## config.mk

```make
export PLATFORM = sky130hd
export DESIGN_NAME = ccrst_host_flat
export DESIGN_NICKNAME = d
export VERILOG_FILES = /design/src/ccrst_pkg.sv /design/src/ccrst_if.sv /design/src/ccrst_host.sv /design/src/flat_wrapper.sv
export SDC_FILE = /design/constraint.sdc
export NUM_CORES = 1
export LEC_CHECK = 0
export BUFFER_PORTS_ARGS = -buffer_cell sky130_fd_sc_hd__buf_4
export CAP_MARGIN = 20
export CORE_MARGIN = 2
export CORE_UTILIZATION = 40
export CTS_CLUSTER_DIAMETER = 50
export CTS_CLUSTER_SIZE = 25
export DETAILED_ROUTE_END_ITERATION = 6
export GPL_ROUTABILITY_DRIVEN = 0
export PLACE_DENSITY = 0.66
export RECOVER_POWER = 25
export SLEW_MARGIN = 20
export SYNTH_ARGS = -nofsm -noshare
export SYNTH_HDL_FRONTEND = slang
export SYNTH_SLANG_ARGS = --single-unit
```

## constraint.sdc

```tcl
create_clock -name clk -period 7.5 [get_ports clk]
set_input_delay 1.5 -clock clk [delete_from_list [all_inputs] [get_ports clk]]
set_output_delay 1.5 -clock clk [all_outputs]
set_load 0.05 [all_outputs]
```

## src/ccrst_pkg.sv

```systemverilog
`default_nettype none
package ccrst_pkg;
    // Off-time field value that disables the driver
    localparam logic [3:0]  OFF_TIME_DISABLE  = 4'h0;
    localparam logic [3:0]  OFF_TIME_DEFAULT  = 4'h0;
    localparam logic [19:0] STEP_COUNT_RESET  = 20'hfffff;
    localparam int          STEP_COUNT_W      = 20;
    // Calibration microstep rate and system clock rate
    localparam int          CAL_STEP_HZ       = 1000;
    localparam int          SYS_CLK_HZ        = 250000000;
    localparam int          CAL_STEP_CYCLES   = SYS_CLK_HZ / CAL_STEP_HZ;
    // External clock divider: 250 MHz / 16 gives 15.625 MHz, inside 10..16 MHz
    localparam int          EXT_CLK_DIV       = 16;
    // Internal oscillator modelled as enable every 20 cycles (12.5 MHz)
    localparam int          OSC_DIV           = 20;
    // APB register offsets of the host controller
    localparam logic [7:0]  REG_CTRL          = 8'h00;
    localparam logic [7:0]  REG_STATUS        = 8'h04;
    localparam logic [7:0]  REG_STEP          = 8'h08;
    localparam int          CTRL_CLK_EN       = 0;
    localparam int          CTRL_DRV_EN       = 1;
    localparam int          CTRL_IO_OFF       = 2;
    localparam int          CTRL_CAL_GO       = 3;
    localparam int          CTRL_OFFT_LSB     = 4;
    localparam int          ST_EXT_SEL        = 0;
    localparam int          ST_CAL_BUSY       = 1;
    localparam int          ST_IO_UV          = 2;
endpackage
`default_nettype wire

```

## src/ccrst_if.sv

```systemverilog
`timescale 1ns/1ns
`default_nettype none
interface ccrst_if;
    logic       clk_pin;
    logic       step_pin;
    logic       enable_n_pin;
    logic       io_supply_good;
    logic       analog_motor_supply_good;
    logic       regulator_output_supply_good;
    logic [3:0] off_time_field;
    logic [19:0] step_interval_count;
    modport device
    (
        input  clk_pin, step_pin, enable_n_pin, io_supply_good,
        input  analog_motor_supply_good, regulator_output_supply_good, off_time_field,
        output step_interval_count
    );
    modport host
    (
        output clk_pin, step_pin, enable_n_pin, io_supply_good, off_time_field,
        input  analog_motor_supply_good, regulator_output_supply_good, step_interval_count
    );
endinterface
`default_nettype wire

```

## src/ccrst_host.sv

```systemverilog
`timescale 1ns/1ns
`default_nettype none
module ccrst_host
(
    input  wire logic        clk,
    input  wire logic        rst,
    ccrst_if.host            pins,
    input  wire logic        psel,
    input  wire logic        penable,
    input  wire logic        pwrite,
    input  wire logic [7:0]  paddr,
    input  wire logic [31:0] pwdata,
    output logic [31:0]      prdata,
    output logic             pready,
    output logic             pslverr
);
    typedef struct packed
    {
        logic        clk_en;
        logic        drv_en;
        logic        io_off;
        logic        cal_go;
        logic [3:0]  offt;
        logic [5:0]  clk_div;
        logic        clk_out;
        logic [17:0] cal_cnt;
        logic        step;
        logic [31:0] rdata;
        logic [19:0] meas;
        logic [1:0]  uv_sy;
    } ccrst_host_s;

    ccrst_host_s st_reg;
    ccrst_host_s st_next;
    logic        acc;
    logic        bad;

    // ************************************************
    // APB slave and pin drive
    // ************************************************
    always_comb
    begin
        st_next       = st_reg;
        acc           = psel & penable;
        bad           = (paddr != ccrst_pkg::REG_CTRL) && (paddr != ccrst_pkg::REG_STATUS)
                        && (paddr != ccrst_pkg::REG_STEP);
        st_next.uv_sy = {st_reg.uv_sy[0], ~(pins.analog_motor_supply_good
                        & pins.regulator_output_supply_good)};
        st_next.meas  = pins.step_interval_count;
        if (acc && pwrite && (paddr == ccrst_pkg::REG_CTRL))
        begin
            st_next.clk_en = pwdata[ccrst_pkg::CTRL_CLK_EN];
            st_next.drv_en = pwdata[ccrst_pkg::CTRL_DRV_EN];
            st_next.io_off = pwdata[ccrst_pkg::CTRL_IO_OFF];
            st_next.cal_go = pwdata[ccrst_pkg::CTRL_CAL_GO];
            st_next.offt   = pwdata[ccrst_pkg::CTRL_OFFT_LSB +: 4];
            // Clock may only stop while drivers are disabled
            if (!pwdata[ccrst_pkg::CTRL_CLK_EN] && pwdata[ccrst_pkg::CTRL_DRV_EN])
            begin
                st_next.clk_en = st_reg.clk_en;
            end
        end
        if (st_reg.clk_en)
        begin
            if (st_reg.clk_div == 6'(ccrst_pkg::EXT_CLK_DIV / 2 - 1))
            begin
                st_next.clk_div = 6'h00;
                st_next.clk_out = ~st_reg.clk_out;
            end
            else
            begin
                st_next.clk_div = st_reg.clk_div + 6'h01;
            end
        end
        else
        begin
            st_next.clk_div = 6'h00;
            st_next.clk_out = 1'b0;
        end
        st_next.step = 1'b0;
        if (st_reg.cal_go)
        begin
            if (st_reg.cal_cnt == 18'(ccrst_pkg::CAL_STEP_CYCLES - 1))
            begin
                st_next.cal_cnt = 18'h00000;
                st_next.step    = 1'b1;
            end
            else
            begin
                st_next.cal_cnt = st_reg.cal_cnt + 18'h00001;
            end
        end
        st_next.rdata = 32'h00000000;
        if (psel && !penable && !pwrite)
        begin
            if (paddr == ccrst_pkg::REG_CTRL)
            begin
                st_next.rdata = {24'h000000, st_reg.offt, st_reg.cal_go, st_reg.io_off,
                                 st_reg.drv_en, st_reg.clk_en};
            end
            else if (paddr == ccrst_pkg::REG_STATUS)
            begin
                st_next.rdata = {29'h00000000, st_reg.uv_sy[1], st_reg.cal_go, st_reg.clk_en};
            end
            else if (paddr == ccrst_pkg::REG_STEP)
            begin
                st_next.rdata = {12'h000, st_reg.meas};
            end
        end
    end

    always_ff @(posedge clk or posedge rst)
    begin
        if (rst)
        begin
            st_reg <= '0;
        end
        else
        begin
            st_reg <= st_next;
        end
    end

    assign prdata  = st_reg.rdata;
    assign pready  = 1'b1;
    assign pslverr = acc & bad;
    assign pins.clk_pin        = st_reg.clk_out;
    // Hardware reset: IO supply off with step, enable and off-time held low; clock pin not gated
    assign pins.io_supply_good = ~st_reg.io_off;
    assign pins.step_pin       = st_reg.step & ~st_reg.io_off;
    assign pins.enable_n_pin   = ~st_reg.drv_en & ~st_reg.io_off;
    // Off-time field is forced to zero only while IO supply is off; otherwise the off-time as written is driven
    assign pins.off_time_field = st_reg.io_off ? ccrst_pkg::OFF_TIME_DISABLE : st_reg.offt;
endmodule
`default_nettype wire

```

## src/flat_wrapper.sv

```systemverilog
// flat-port wrapper written by rule: the top's interface ports become plain ports
module ccrst_host_flat 
  (clk, rst, psel, penable, pwrite, paddr, pwdata, prdata, pready, pslverr, pins_clk_pin, pins_step_pin, pins_enable_n_pin, pins_io_supply_good, pins_off_time_field, pins_analog_motor_supply_good, pins_regulator_output_supply_good, pins_step_interval_count);
  ccrst_if pins_i ();
  input  wire logic clk;
  input  wire logic rst;
  input  wire logic psel;
  input  wire logic penable;
  input  wire logic pwrite;
  input  wire logic [7:0] paddr;
  input  wire logic [31:0] pwdata;
  output logic [31:0] prdata;
  output logic pready;
  output logic pslverr;
  output wire logic [$bits(pins_i.clk_pin)-1:0] pins_clk_pin;
  output wire logic [$bits(pins_i.step_pin)-1:0] pins_step_pin;
  output wire logic [$bits(pins_i.enable_n_pin)-1:0] pins_enable_n_pin;
  output wire logic [$bits(pins_i.io_supply_good)-1:0] pins_io_supply_good;
  output wire logic [$bits(pins_i.off_time_field)-1:0] pins_off_time_field;
  input wire logic [$bits(pins_i.analog_motor_supply_good)-1:0] pins_analog_motor_supply_good;
  input wire logic [$bits(pins_i.regulator_output_supply_good)-1:0] pins_regulator_output_supply_good;
  input wire logic [$bits(pins_i.step_interval_count)-1:0] pins_step_interval_count;
  assign pins_clk_pin = pins_i.clk_pin;
  assign pins_step_pin = pins_i.step_pin;
  assign pins_enable_n_pin = pins_i.enable_n_pin;
  assign pins_io_supply_good = pins_i.io_supply_good;
  assign pins_off_time_field = pins_i.off_time_field;
  assign pins_i.analog_motor_supply_good = pins_analog_motor_supply_good;
  assign pins_i.regulator_output_supply_good = pins_regulator_output_supply_good;
  assign pins_i.step_interval_count = pins_step_interval_count;
  ccrst_host u_core (.clk(clk), .rst(rst), .pins(pins_i), .psel(psel), .penable(penable), .pwrite(pwrite), .paddr(paddr), .pwdata(pwdata), .prdata(prdata), .pready(pready), .pslverr(pslverr));
endmodule
```

After elaboration in Yosys (flattened, before gate mapping)
Index checks and enable logic that the tools add are counted.
{"block": "classes", "mux": 11, "n_reduce_logical": 13, "bitwise": 10, "add_sub_neg": 2, "n_eq_ne": 7}
{"op": "32-bit two-way mux", "count": 3}
{"op": "20-bit two-way mux", "count": 1}
{"op": "18-bit by 1-bit adder with 18-bit output (second input constant)", "count": 1}
{"op": "18-bit == test (second input constant)", "count": 1}
{"op": "18-bit two-way mux", "count": 1}
{"op": "8-bit by 3-bit == test with 1-bit output (second input constant)", "count": 1}
{"op": "8-bit by 4-bit == test with 1-bit output (second input constant)", "count": 1}
{"op": "8-bit zero test", "count": 1}
{"op": "8-bit by 3-bit inequality test with 1-bit output (second input constant)", "count": 1}
{"op": "8-bit by 4-bit inequality test with 1-bit output (second input constant)", "count": 1}
{"op": "8-bit nonzero test", "count": 1}
{"op": "1-bit logical AND", "count": 7}
{"op": "7-bit two-way mux", "count": 1}
{"op": "6-bit by 1-bit adder with 6-bit output (second input constant)", "count": 1}
{"op": "6-bit by 3-bit == test with 1-bit output (second input constant)", "count": 1}
{"op": "6-bit two-way mux", "count": 1}
{"op": "1-bit bitwise AND", "count": 5}
{"op": "1-bit NOT", "count": 5}
{"op": "4-bit two-way mux", "count": 1}
{"op": "1-bit zero test", "count": 3}
{"op": "1-bit two-way mux", "count": 3}
{"op": "2-bit inequality test (second input constant)", "count": 1}
{"op": "2-bit AND reduction", "count": 1}
{"block": "totals", "out_inout_bits": 42, "elab_cells": 55, "ff_bits": 88, "inputBits": 67}

Longest topological paths before layout
Gate-level depths: netlist of the first run.
{"block": "logic_depth", "depth_word": 5, "ltp_mapped": 5, "mapped_depth_nobuf": 5}

Worst setup path before layout of the first run
OpenSTA, ideal clock, no wires.
{"block": "synth_path", "path_kind": "input to output", "startpoint": "input port paddr[3]", "endpoint": "output port pslverr", "path_buffers": 1, "cell_stages": 3, "t_arrival_ns": 2.731, "t_required_ns": 6.000, "setup_slack_ns": 3.269, "path_cell_list": "buf_1 > nand2_1 > a21oi_1"}
{"block": "synth_between", "elab_chain_len": 4, "word_cells_on_any_way": 6, "cone_classes": "2 x eq/ne; 1 x bitwise; 3 x reduce/logical"}
{"element": "start, declared", "line_no": "flat_wrapper.sv:10", "rtl": "input wire logic [7:0] paddr;"}
{"element": "8-bit by 3-bit inequality test with 1-bit output / 8-bit nonzero test (equally long branches)", "line_no": "ccrst_host.sv:45", "rtl": "bad = (paddr != ccrst_pkg::REG_CTRL) && (paddr != ccrst_pkg::REG_STATUS)"}
{"element": "1-bit logical AND", "line_no": "ccrst_host.sv:45"}
{"element": "1-bit logical AND *", "line_no": "ccrst_host.sv:46", "rtl": "&& (paddr != ccrst_pkg::REG_STEP);"}
{"element": "1-bit bitwise AND *", "line_no": "ccrst_host.sv:126", "rtl": "assign pslverr = acc & bad;"}
{"element": "end, declared", "line_no": "flat_wrapper.sv:14", "rtl": "output logic pslverr;"}
Every way passes the cells marked *; elsewhere a longest branch is shown, timed or not.

Worst setup path after layout of the first run
{"block": "layout_path", "startpoint": "input port paddr[1]", "endpoint": "output port pslverr"}
The elaborated chain is that of the path after synthesis.

==> results of run 1 <==
## logic make-up after synthesis
group | count (synthesis) | share of synthesized area (%)
simple gates | 102 | 18.5
other cells | 2 | 0.236
fa+ha+maj | 2 | 0.787
xor+xnor | 17 | 4.68
compound gates | 17 | 3.07
flops | 76 | 59.8
buf+inv | 40 | 8.93
mux | 12 | 4.01
## final cells by class
| cell class | instances | share of cell area [%] |
|---|---|---|
| Clock buffer | 11 | 3.69 |
| Clock inverter | 5 | 2.19 |
| Multi-Input combinational cell | 163 | 26.8 |
| Inverter | 4 | 0.391 |
| Sequential cell | 76 | 49.6 |
| Timing Repair Buffer | 72 | 14.0 |
| Tap cell | 102 | 3.33 |
## synth_stat cells (all sizes together)
library cell	number	share of area, %
and3	5	0.98
a211oi	2	0.47
clkbuf	2	0.55
nand3b	1	0.24
and2	16	3.1
or4	3	0.75
or2	1	0.20
nor3b	1	0.24
nand2b	2	0.39
xnor2	8	2.2
nand4	3	1.1
a21oi	7	1.1
nor2b	7	1.4
or3	1	0.20
nand2	23	2.7
o31ai	1	0.24
xor2	9	2.5
nand4b	3	0.83
or4b	1	0.43
nor4	5	1.5
conb	2	0.24
nor4b	1	0.28
o21ai	5	0.79
buf	34	7.9
inv	4	0.47
nor3	4	0.79
a31oi	1	0.20
or4bb	1	0.35
ha	2	0.79
nand3	5	0.79
mux2i	6	1.9
nor2	19	2.2
a22o	1	0.28
dfrtp	76	60
mux2	6	2.1
## metrics by stage
| step | hold WS, ns | power, uW | area [um2] | cells | util [%] |
|---|---|---|---|---|---|
| after floorplan | 0.331 | 469 | 3220 | 279 | - |
| after global placement | 0.337 | 486 | 3620 | 417 | 46.8 |
| after detailed placement | 0.342 | 487 | 3620 | 417 | 46.8 |
| after CTS | 0.360 | 834 | 3840 | 433 | 49.8 |
| after global routing | 0.374 | 862 | 3840 | 433 | 49.6 |
| final | 0.359 | 821 | 3840 | 433 | 49.6 |
## per-layer routing
layer / GRT usage [%] / vias up / routed length [um]
met4: 6.99 / 0 / 128
met5: 0 / - / 0
met2: 22.1 / 67 / 2620
li1: - / 962 / -
met3: 4.11 / 13 / 275
met1: 17.3 / 958 / 2380
## power groups by stage
stage / clock network, uW / registers [uW] / logic (uW)
finish: 343 / 423 / 54.3
global route: 377 / 425 / 60.1
CTS: 355 / 423 / 56.2
detailed placement: 0 / 431 / 56.0
global placement: 0 / 431 / 55.1
floorplan: 0 / 430 / 38.9
## worst paths after layout
kind	start	to	depth (start not counted)
max in group asynchronous	rst	u_core.pins.clk_pin	3
hold / removal	u_core.st_next[1]	u_core.st_reg[1]	0
setup / recovery	paddr[1]	pslverr	5
min in group asynchronous	rst	u_core.prdata[16]	3
hold reg to reg	u_core.st_next[1]	u_core.st_reg[1]	0
setup reg to reg	u_core.st_reg[61]	u_core.st_reg[62]	4
## critical path: stages
cell and delay (ns):
sky130_fd_sc_hd__buf_4 0.10, sky130_fd_sc_hd__or4_1 0.61, sky130_fd_sc_hd__nor2_1 0.17, sky130_fd_sc_hd__a21oi_1 0.08, sky130_fd_sc_hd__buf_4 0.19
==> flow_results.org, run 1 <==
** Synthesis
- Average cell area after synthesis :: 11.9 um2
- For this run, the register share of the synthesized area comes to between 50% and 60%.
- Number of distinct library cells after synthesis :: 41
- Seq cells post-synth :: 76
- Yosys synthesis warning count :: 0
- Netlist area before placement :: 3180 um2
- The cell count after synthesis came out at approximately 270.

** Cells and area
- Ratio of cells with drive above 1 in the final layout :: roughly 30%
- The register with the most flip-flops in the layout has 54 of them.
- In the final layout, flip-flops and latches occupy between 1500 and 2000 um2.
- The number of antenna diodes in the final layout is 0.
- Counting the fill cells in the layout gives roughly 720.
- Net total in the final layout :: roughly 400
- Commonest non-fill, non-tap cells in the layout :: sky130_fd_sc_hd__dfrtp_1 (76), sky130_fd_sc_hd__buf_4 (51), sky130_fd_sc_hd__nand2_1 (23)
- Combined area of the multi-input logic cells :: a little over 1000 um2
- Leading cell type in the layout, fill and taps excluded :: sky130_fd_sc_hd__dfrtp_1
- Synth-to-layout area growth :: 20.7%

** Timing
- Final hold violation count :: 0
- Across all setup checks in the final design, the least slack found is 3.34 ns.
- The number of pins with negative max-slew slack in the final report was 0.
- Max Clock Skew :: 0.0115 ns
- Setup repair after global routing left no endpoint under its margin.
- FMAX :: approximately 240 MHz
- Setup violations remaining at the end of the flow were counted as 0.
- In the finished design, the share of the clock period the worst path needs comes to 55.4%.
- Remaining max-slew budget at the tightest pin :: 20.6%
- Actual slew at the worst max-slew pin :: roughly 1.2 ns
- Final TNS setup :: 0 ns
- Shortest clock period the worst path allows after layout :: slightly above 4 ns

** Clock network
- Clock-pin slew was measured on the worst setup and hold paths at around 0.08 ns.
- TritonCTS built the clock tree.
- The tree built by TritonCTS fans out to 76 sinks.
- Buffers added to address setup during post-CTS repair amount to 0.
- Gates resized during post-CTS repair numbered 0.
- The H-tree was split into 3 levels.
- Buffers inserted during clock tree synthesis total 9.
- After clock tree synthesis, the flow added hold-fix buffers numbering 0.
- The longest clock path from root to sink contains 2 buffers.
- Clock latency of the later-clocked register in the worst-skew pair :: 0.34 ns
- Root Buffer :: sky130_fd_sc_hd__clkbuf_8

** Route
- Detailed Route WL :: ~5400 um
- Drt pass-1 iters :: 4
- The detail route stage leaves a number of antenna-violating nets equal to 0.
- Across all layers, the routed design uses 2000 vias.
- Routed WL per cell :: roughly 12 um
- Violation count after the first detailed-route iteration :: 45
- Drt via density :: between 4 and 5
- After detailed routing, the number of remaining DRC violations is 0.

** Worst setup path
- Reg2reg setup slack :: 5.31 ns
- Startpoint class of the critical path :: primary input
- Endpoint arrival time on the critical path :: about 2.7 ns
- Critical path data required time :: around 6 ns
- Endpoint class of the critical path :: output pin
- Critical path start-end classification :: primary input to output pin
- Worst Path Max Fanout :: 3

** Floorplanning
- Area of the core :: 7730 um2
- Overall die height :: around 93 um
- Placement row count :: 32
- ~110 I/O pins were placed.
- The die is approximately 93 um wide.
- Initial cell density of the core :: ~41%
- Die area :: 8680 um2

** Power and ir drop
- Worst-case vdd ir drop :: roughly 0.13 mV
- In this run the power density over the cells is 214 nW/um2.
- In this run, the clock network consumes approximately two fifths of the power.
- Internal power comes to between 600 and 700 uW.
- In this run the static leakage power is around 0.0019 uW.
- Share of total power in combinational logic :: under 10%
- Switching part of the total :: 22.4%
- Switching power :: 184 uW
- Portion of total power attributed to sequential cells :: between 50% and 60%

** Min path
- The tightest min-delay check is of the flip-flop to flip-flop type.

** Placement
- Prior to clock tree synthesis, the placed netlist has a worst setup slack of between 3 and 4 ns.
- Half-perimeter wire length of the detailed placement result :: 3760 um
- Number of buffers inserted by port buffering :: 71

** Global route
- The number of antenna violations at the first check in global routing came to 0.
- The first global-routing pass estimated 9220 um of wire.
- Entering global routing, the biggest net connects slightly below 80 pins.
- Total global routing track utilization :: around 14%
- Final global-route overflow total :: 0
- Via count of the first global-routing pass :: 1987

** Outcome
- Run status :: finished clean

** Run
- Max Cap Violations :: 0
(Power assumes the default switching activity.)
==> run 2, diff against run 1 <==
Settings changed: ABC_AREA set to 1, PLACE_DENSITY 0.66 to 0.65.
Clock period 7.5 ns to 4.05 ns, I/O delays scaled along.
==> run 2 against run 1 <==
Effect of this change: the run now ends with max-capacitance violations, max-slew violations left; non-clock buffer count is the same; count of clock-buffer cells in the layout down 2; die area increased by 8.5%; core utilization decreased by 0.56 points; sequential power increased by 87%; routed wire length is 16% higher; synthesized cell count up 46%; total power grew 74%; area after synthesis is 8.9% higher; via count up 23%; sequential cell count is the same; sequential share of layout area shrank 2.9 points; critical path type unchanged.
==> flow_results.org, run 2 <==
** Outcome
- Run status: complete, but fails checks (was finished clean).
- The final reports fail on max-capacitance violations, max-slew violations.

** Clock network
- CTS sink count :: 76 (unchanged)
- Number of H-tree levels :: 3 (unchanged)
- Maximum clock path buffer count :: 2 (unchanged)
- The number of clock buffers inserted by TritonCTS was 9 (unchanged).
- Hold bufs inserted after CTS :: 0 (unchanged)
- The root buffer selected by CTS is sky130_fd_sc_hd__clkbuf_8 (unchanged).
- The post-CTS clock slew at the launch and capture registers of the worst setup and hold paths is 0.08 ns (about the same).
- Clock tree from TritonCTS :: yes (unchanged)
- The clock latency on the worst-skew pair came to 0.34 ns (about the same).
- The number of setup buffers added after CTS was 0 (unchanged).
- Post-CTS Resized :: 0 (unchanged)

** Run
- The max capacitance violation total came to 1 (was 0).

** Floorplanning
- The number of core rows is 33 (was 32).
- Overall die height :: 97.0 um (was 93.2 um)
- Die area :: 9420 um2 (was 8680 um2)
- Die X :: 97.0 um (was 93.2 um)
- Number of I/O pins :: 109 (unchanged)
- Area of the core :: 8300 um2 (was 7730 um2)
- The effective utilization at floorplan is 41.7% (was 41.1%).

** Cells and area
- The signed area change from the synthesized netlist to the final layout was 17.7% (was 20.7%).
- The number of flip-flops in the largest register was 54 (unchanged).
- The area of the multi-input gates was 1100 um2 (was 1030 um2).
- The number of standard cells in the final layout excluding fillers was 555 (was 433).
- Commonest non-fill, non-tap cells in the layout :: sky130_fd_sc_hd__dfrtp_1 (76), sky130_fd_sc_hd__nand2_1 (66), sky130_fd_sc_hd__nor2_1 (58) (was sky130_fd_sc_hd__dfrtp_1 (76), sky130_fd_sc_hd__buf_4 (51), sky130_fd_sc_hd__nand2_1 (23))
- Fillers :: 801 (was 722)
- Diodes inserted :: 0 (unchanged)
- The sequential cell area came to 1900 um2 (unchanged).
- Leading cell type in the layout, fill and taps excluded :: sky130_fd_sc_hd__dfrtp_1 (unchanged)
- The layout cell share with drive strength beyond 1 is 22.7% (was 29.6%).
- The final net count came to 514 (was 395).

** Timing
- The remaining max-slew budget at the tightest pin came to -46.5% (was 20.6%).
- FMAX :: 357 MHz
- Dividing the final minimum period by the clock period gives just under 70%.
- RSZ-0062 raised after global routing :: false (unchanged)
- Final setup violation count :: 0 (unchanged)
- The actual transition at the worst max-transition pin was 2.19 ns (was 1.18 ns).
- The final setup TNS came to 0 ns (unchanged).
- The final clock skew came to 0.00494 ns (was 0.0115 ns).
- Shortest clock period the worst path allows after layout :: between 2 and 3 ns
- Final max-slew violation count :: 53 (was 0)
- The final count of hold timing violations was 0 (unchanged).

** Min path
- The hold path endpoint is u_core.st_reg[1] (unchanged).
- Worst hold path depth :: 0 (unchanged)
- Worst hold path startpoint :: u_core.st_next[1] (unchanged)
- The path class of the lowest-slack min-delay path is flip-flop to flip-flop (unchanged).

** Synthesis
- Seq cells post-synth :: 76 (unchanged)
- Largest cells by area after synthesis: sky130_fd_sc_hd__dfrtp_1 (55%), sky130_fd_sc_hd__buf_4 (7.4%), sky130_fd_sc_hd__nand2_1 (7.2%) (was sky130_fd_sc_hd__dfrtp_1 (60%), sky130_fd_sc_hd__buf_4 (7.8%), sky130_fd_sc_hd__and2_1 (3.1%)).
- Proportion of netlist area held by the largest area contributor :: 54.9% (was 59.8%)
- Cell type with the highest aggregate area in the netlist :: sky130_fd_sc_hd__dfrtp_1 (unchanged)
- Netlist area before placement :: 3460 um2 (was 3180 um2)
- The dominant synthesized flop cell was sky130_fd_sc_hd__dfrtp_1 (unchanged).
- The instance count of the mapped netlist came to 390 (was 268).
- Fraction of registers with async set/reset :: 100% (unchanged)
- Commonest cells post-synth: sky130_fd_sc_hd__dfrtp_1 (76), sky130_fd_sc_hd__nand2_1 (66), sky130_fd_sc_hd__nor2_1 (58), sky130_fd_sc_hd__inv_1 (56), sky130_fd_sc_hd__nand3_1 (35) (was sky130_fd_sc_hd__dfrtp_1 (76), sky130_fd_sc_hd__buf_4 (33), sky130_fd_sc_hd__nand2_1 (23), sky130_fd_sc_hd__nor2_1 (19), sky130_fd_sc_hd__and2_1 (16)).
- Part of the Yosys area used for sequential elements :: 54.9% (was 59.8%)
- Number of distinct library cells after synthesis :: 28 (was 41)
- Yosys synthesis warning count :: 0 (unchanged)
- Average cell area after synthesis :: 8.88 um2 (was 11.9 um2)
- Dominant cell by count in the synthesized netlist :: sky130_fd_sc_hd__dfrtp_1 (unchanged)
- EDFF count, synth :: 0 (unchanged)

** Worst setup path
- The endpoint kind of the worst setup timing path is an output pin (unchanged).
- Startpoint class of the critical path :: primary input (unchanged)
- The depth of the most critical reg-to-reg path was 7 (was 4).
- Sequence of cells on the critical path: buf_4 > nor2_1 > nand3_1 > nor2_4 > nor2_1 > nand3_1 > a21oi_1 > buf_4 (was buf_4 > or4_1 > nor2_1 > a21oi_1 > buf_4).
- Delay contributed by the slowest stage of the critical path :: 0.35 ns (was 0.61 ns)
- The standard cell with the maximum stage delay on the critical path was sky130_fd_sc_hd__nor2_4 (was sky130_fd_sc_hd__or4_1).
- Critical path start-end classification :: primary input to output pin (unchanged)
- Worst path bufs/invs :: 2 (unchanged)
- Worst reg2reg path startpoint :: u_core.st_reg[84] (was u_core.st_reg[61])
- The endpoint of the worst register-to-register path is u_core.st_reg[72] (was u_core.st_reg[62]).
- Gate family responsible for the most delay along the worst path :: simple AND/OR/NAND/NOR gates (unchanged)
- The worst path required time came to 3.24 ns (was 6.00 ns).
- The setup slack on the worst flop-to-flop path is 2.50 ns (was 5.31 ns).
- Endpoint arrival time on the critical path :: 1.99 ns (was 2.66 ns)
- Worst Path Max Fanout :: 17 (was 3)

** Route
- The total wire length came to 6270 um (was 5400 um).
- Remaining antenna violation count after routing :: 0 (unchanged)
- Drt via density :: 4.44 (was 4.62)
- The number of detailed-route iterations in the first pass came to 4 (unchanged).
- The routed via count was 2466 (was 2000).
- The number of DRC markers after the initial detailed-route iteration came to 137 (was 45).
- The number of DRC violations after detailed routing is 0 (unchanged).
- Routed WL per cell :: 11.3 um (was 12.5 um)

** Global route
- First-pass GRT wire length :: 11300 um (was 9220 um)
- Total global routing track utilization :: 14.6% (was 13.9%)
- The number of global-route vias before repair came to 2427 (was 1987).
- Final global-route overflow total :: 0 (unchanged)
- The number of antenna violations at the first check in global routing was 0 (unchanged).
- Pin count of the biggest net entering global routing :: 53 (was 77)

** Placement
- Total placed cells including tap cells :: 539 (was 417)
- Number of buffers inserted by port buffering :: 71 (unchanged)
- Half-perimeter wire length of the detailed placement result :: 4740 um (was 3760 um)

** Power and ir drop
- The worst supply voltage drop on vdd came to 0.200 mV (was 0.130 mV).
- The areal power density over the cells is 351 nW/um2 (was 214 nW/um2).
- Static power due to leakage :: 0.00220 uW (was 0.00190 uW)
-- run 2: cell type report --
type	count	area share, %
clock inverters	7	1.44
inverters	58	5.37
multi-input cells	228	27.0
repair buffers	72	13.3
flip-flops and latches	76	46.7
well taps	105	3.22
clock buffers	9	3.04
-- run 2: worst max-delay path by stage --
stage / startpoint / endpoint / slack, ns / cells after the start
2_1_floorplan: paddr[5] / pslverr / 1.15 / 6
3_3_place_gp: paddr[7] / pslverr / 1.23 / 8
3_5_place_dp: paddr[7] / pslverr / 1.24 / 8
4_1_cts: paddr[7] / pslverr / 1.24 / 8
5_1_grt: paddr[7] / pslverr / 1.14 / 8
6_report: paddr[7] / pslverr / 1.25 / 8
-- run 2: cell families after synthesis --
logic type | after synthesis | share of synthesized area (%)
flip-flops | 76 | 54.9
AND/OR/NAND/NOR | 183 | 24.1
buffers and inverters | 97 | 14.5
AO/OA/AOI/OAI | 20 | 3.00
adder cells (fa/ha/maj) | 2 | 0.723
XOR/XNOR | 10 | 2.53
other | 2 | 0.217
-- run 2: power breakdown --
part	internal (uW)	total, uW	leakage, uW	switching (uW)
logic	39.9	113	0.00111	73.4
clock network	231	527	0.0000868	297
registers	777	791	0.00100	13.5
-- run 2: per-layer routing --
| layer | global-route usage, % | routed length [um] | share of wire [%] |
|---|---|---|---|
| met1 | 18.9 | 2860 | 46 |
| met2 | 24.0 | 3050 | 49 |
| met3 | 3.68 | 276 | 4.4 |
| met4 | 4.88 | 87 | 1.4 |
| met5 | 0 | 0 | 0 |
-- run 2: metrics by stage --
stage          utilization (%)  worst slack (ns)  hold WS (ns)  total power [uW]  cell area (um2)
2_1_floorplan                -              1.15         0.331               884             3500
3_3_place_gp              46.9              1.23         0.339               919             3890
3_5_place_dp              46.9              1.24         0.349               923             3890
4_1_cts                   49.1              1.24         0.368              1460             4070
5_1_grt                   49.1              1.14         0.375              1500             4070
6_report                  49.1              1.25         0.363              1430             4070
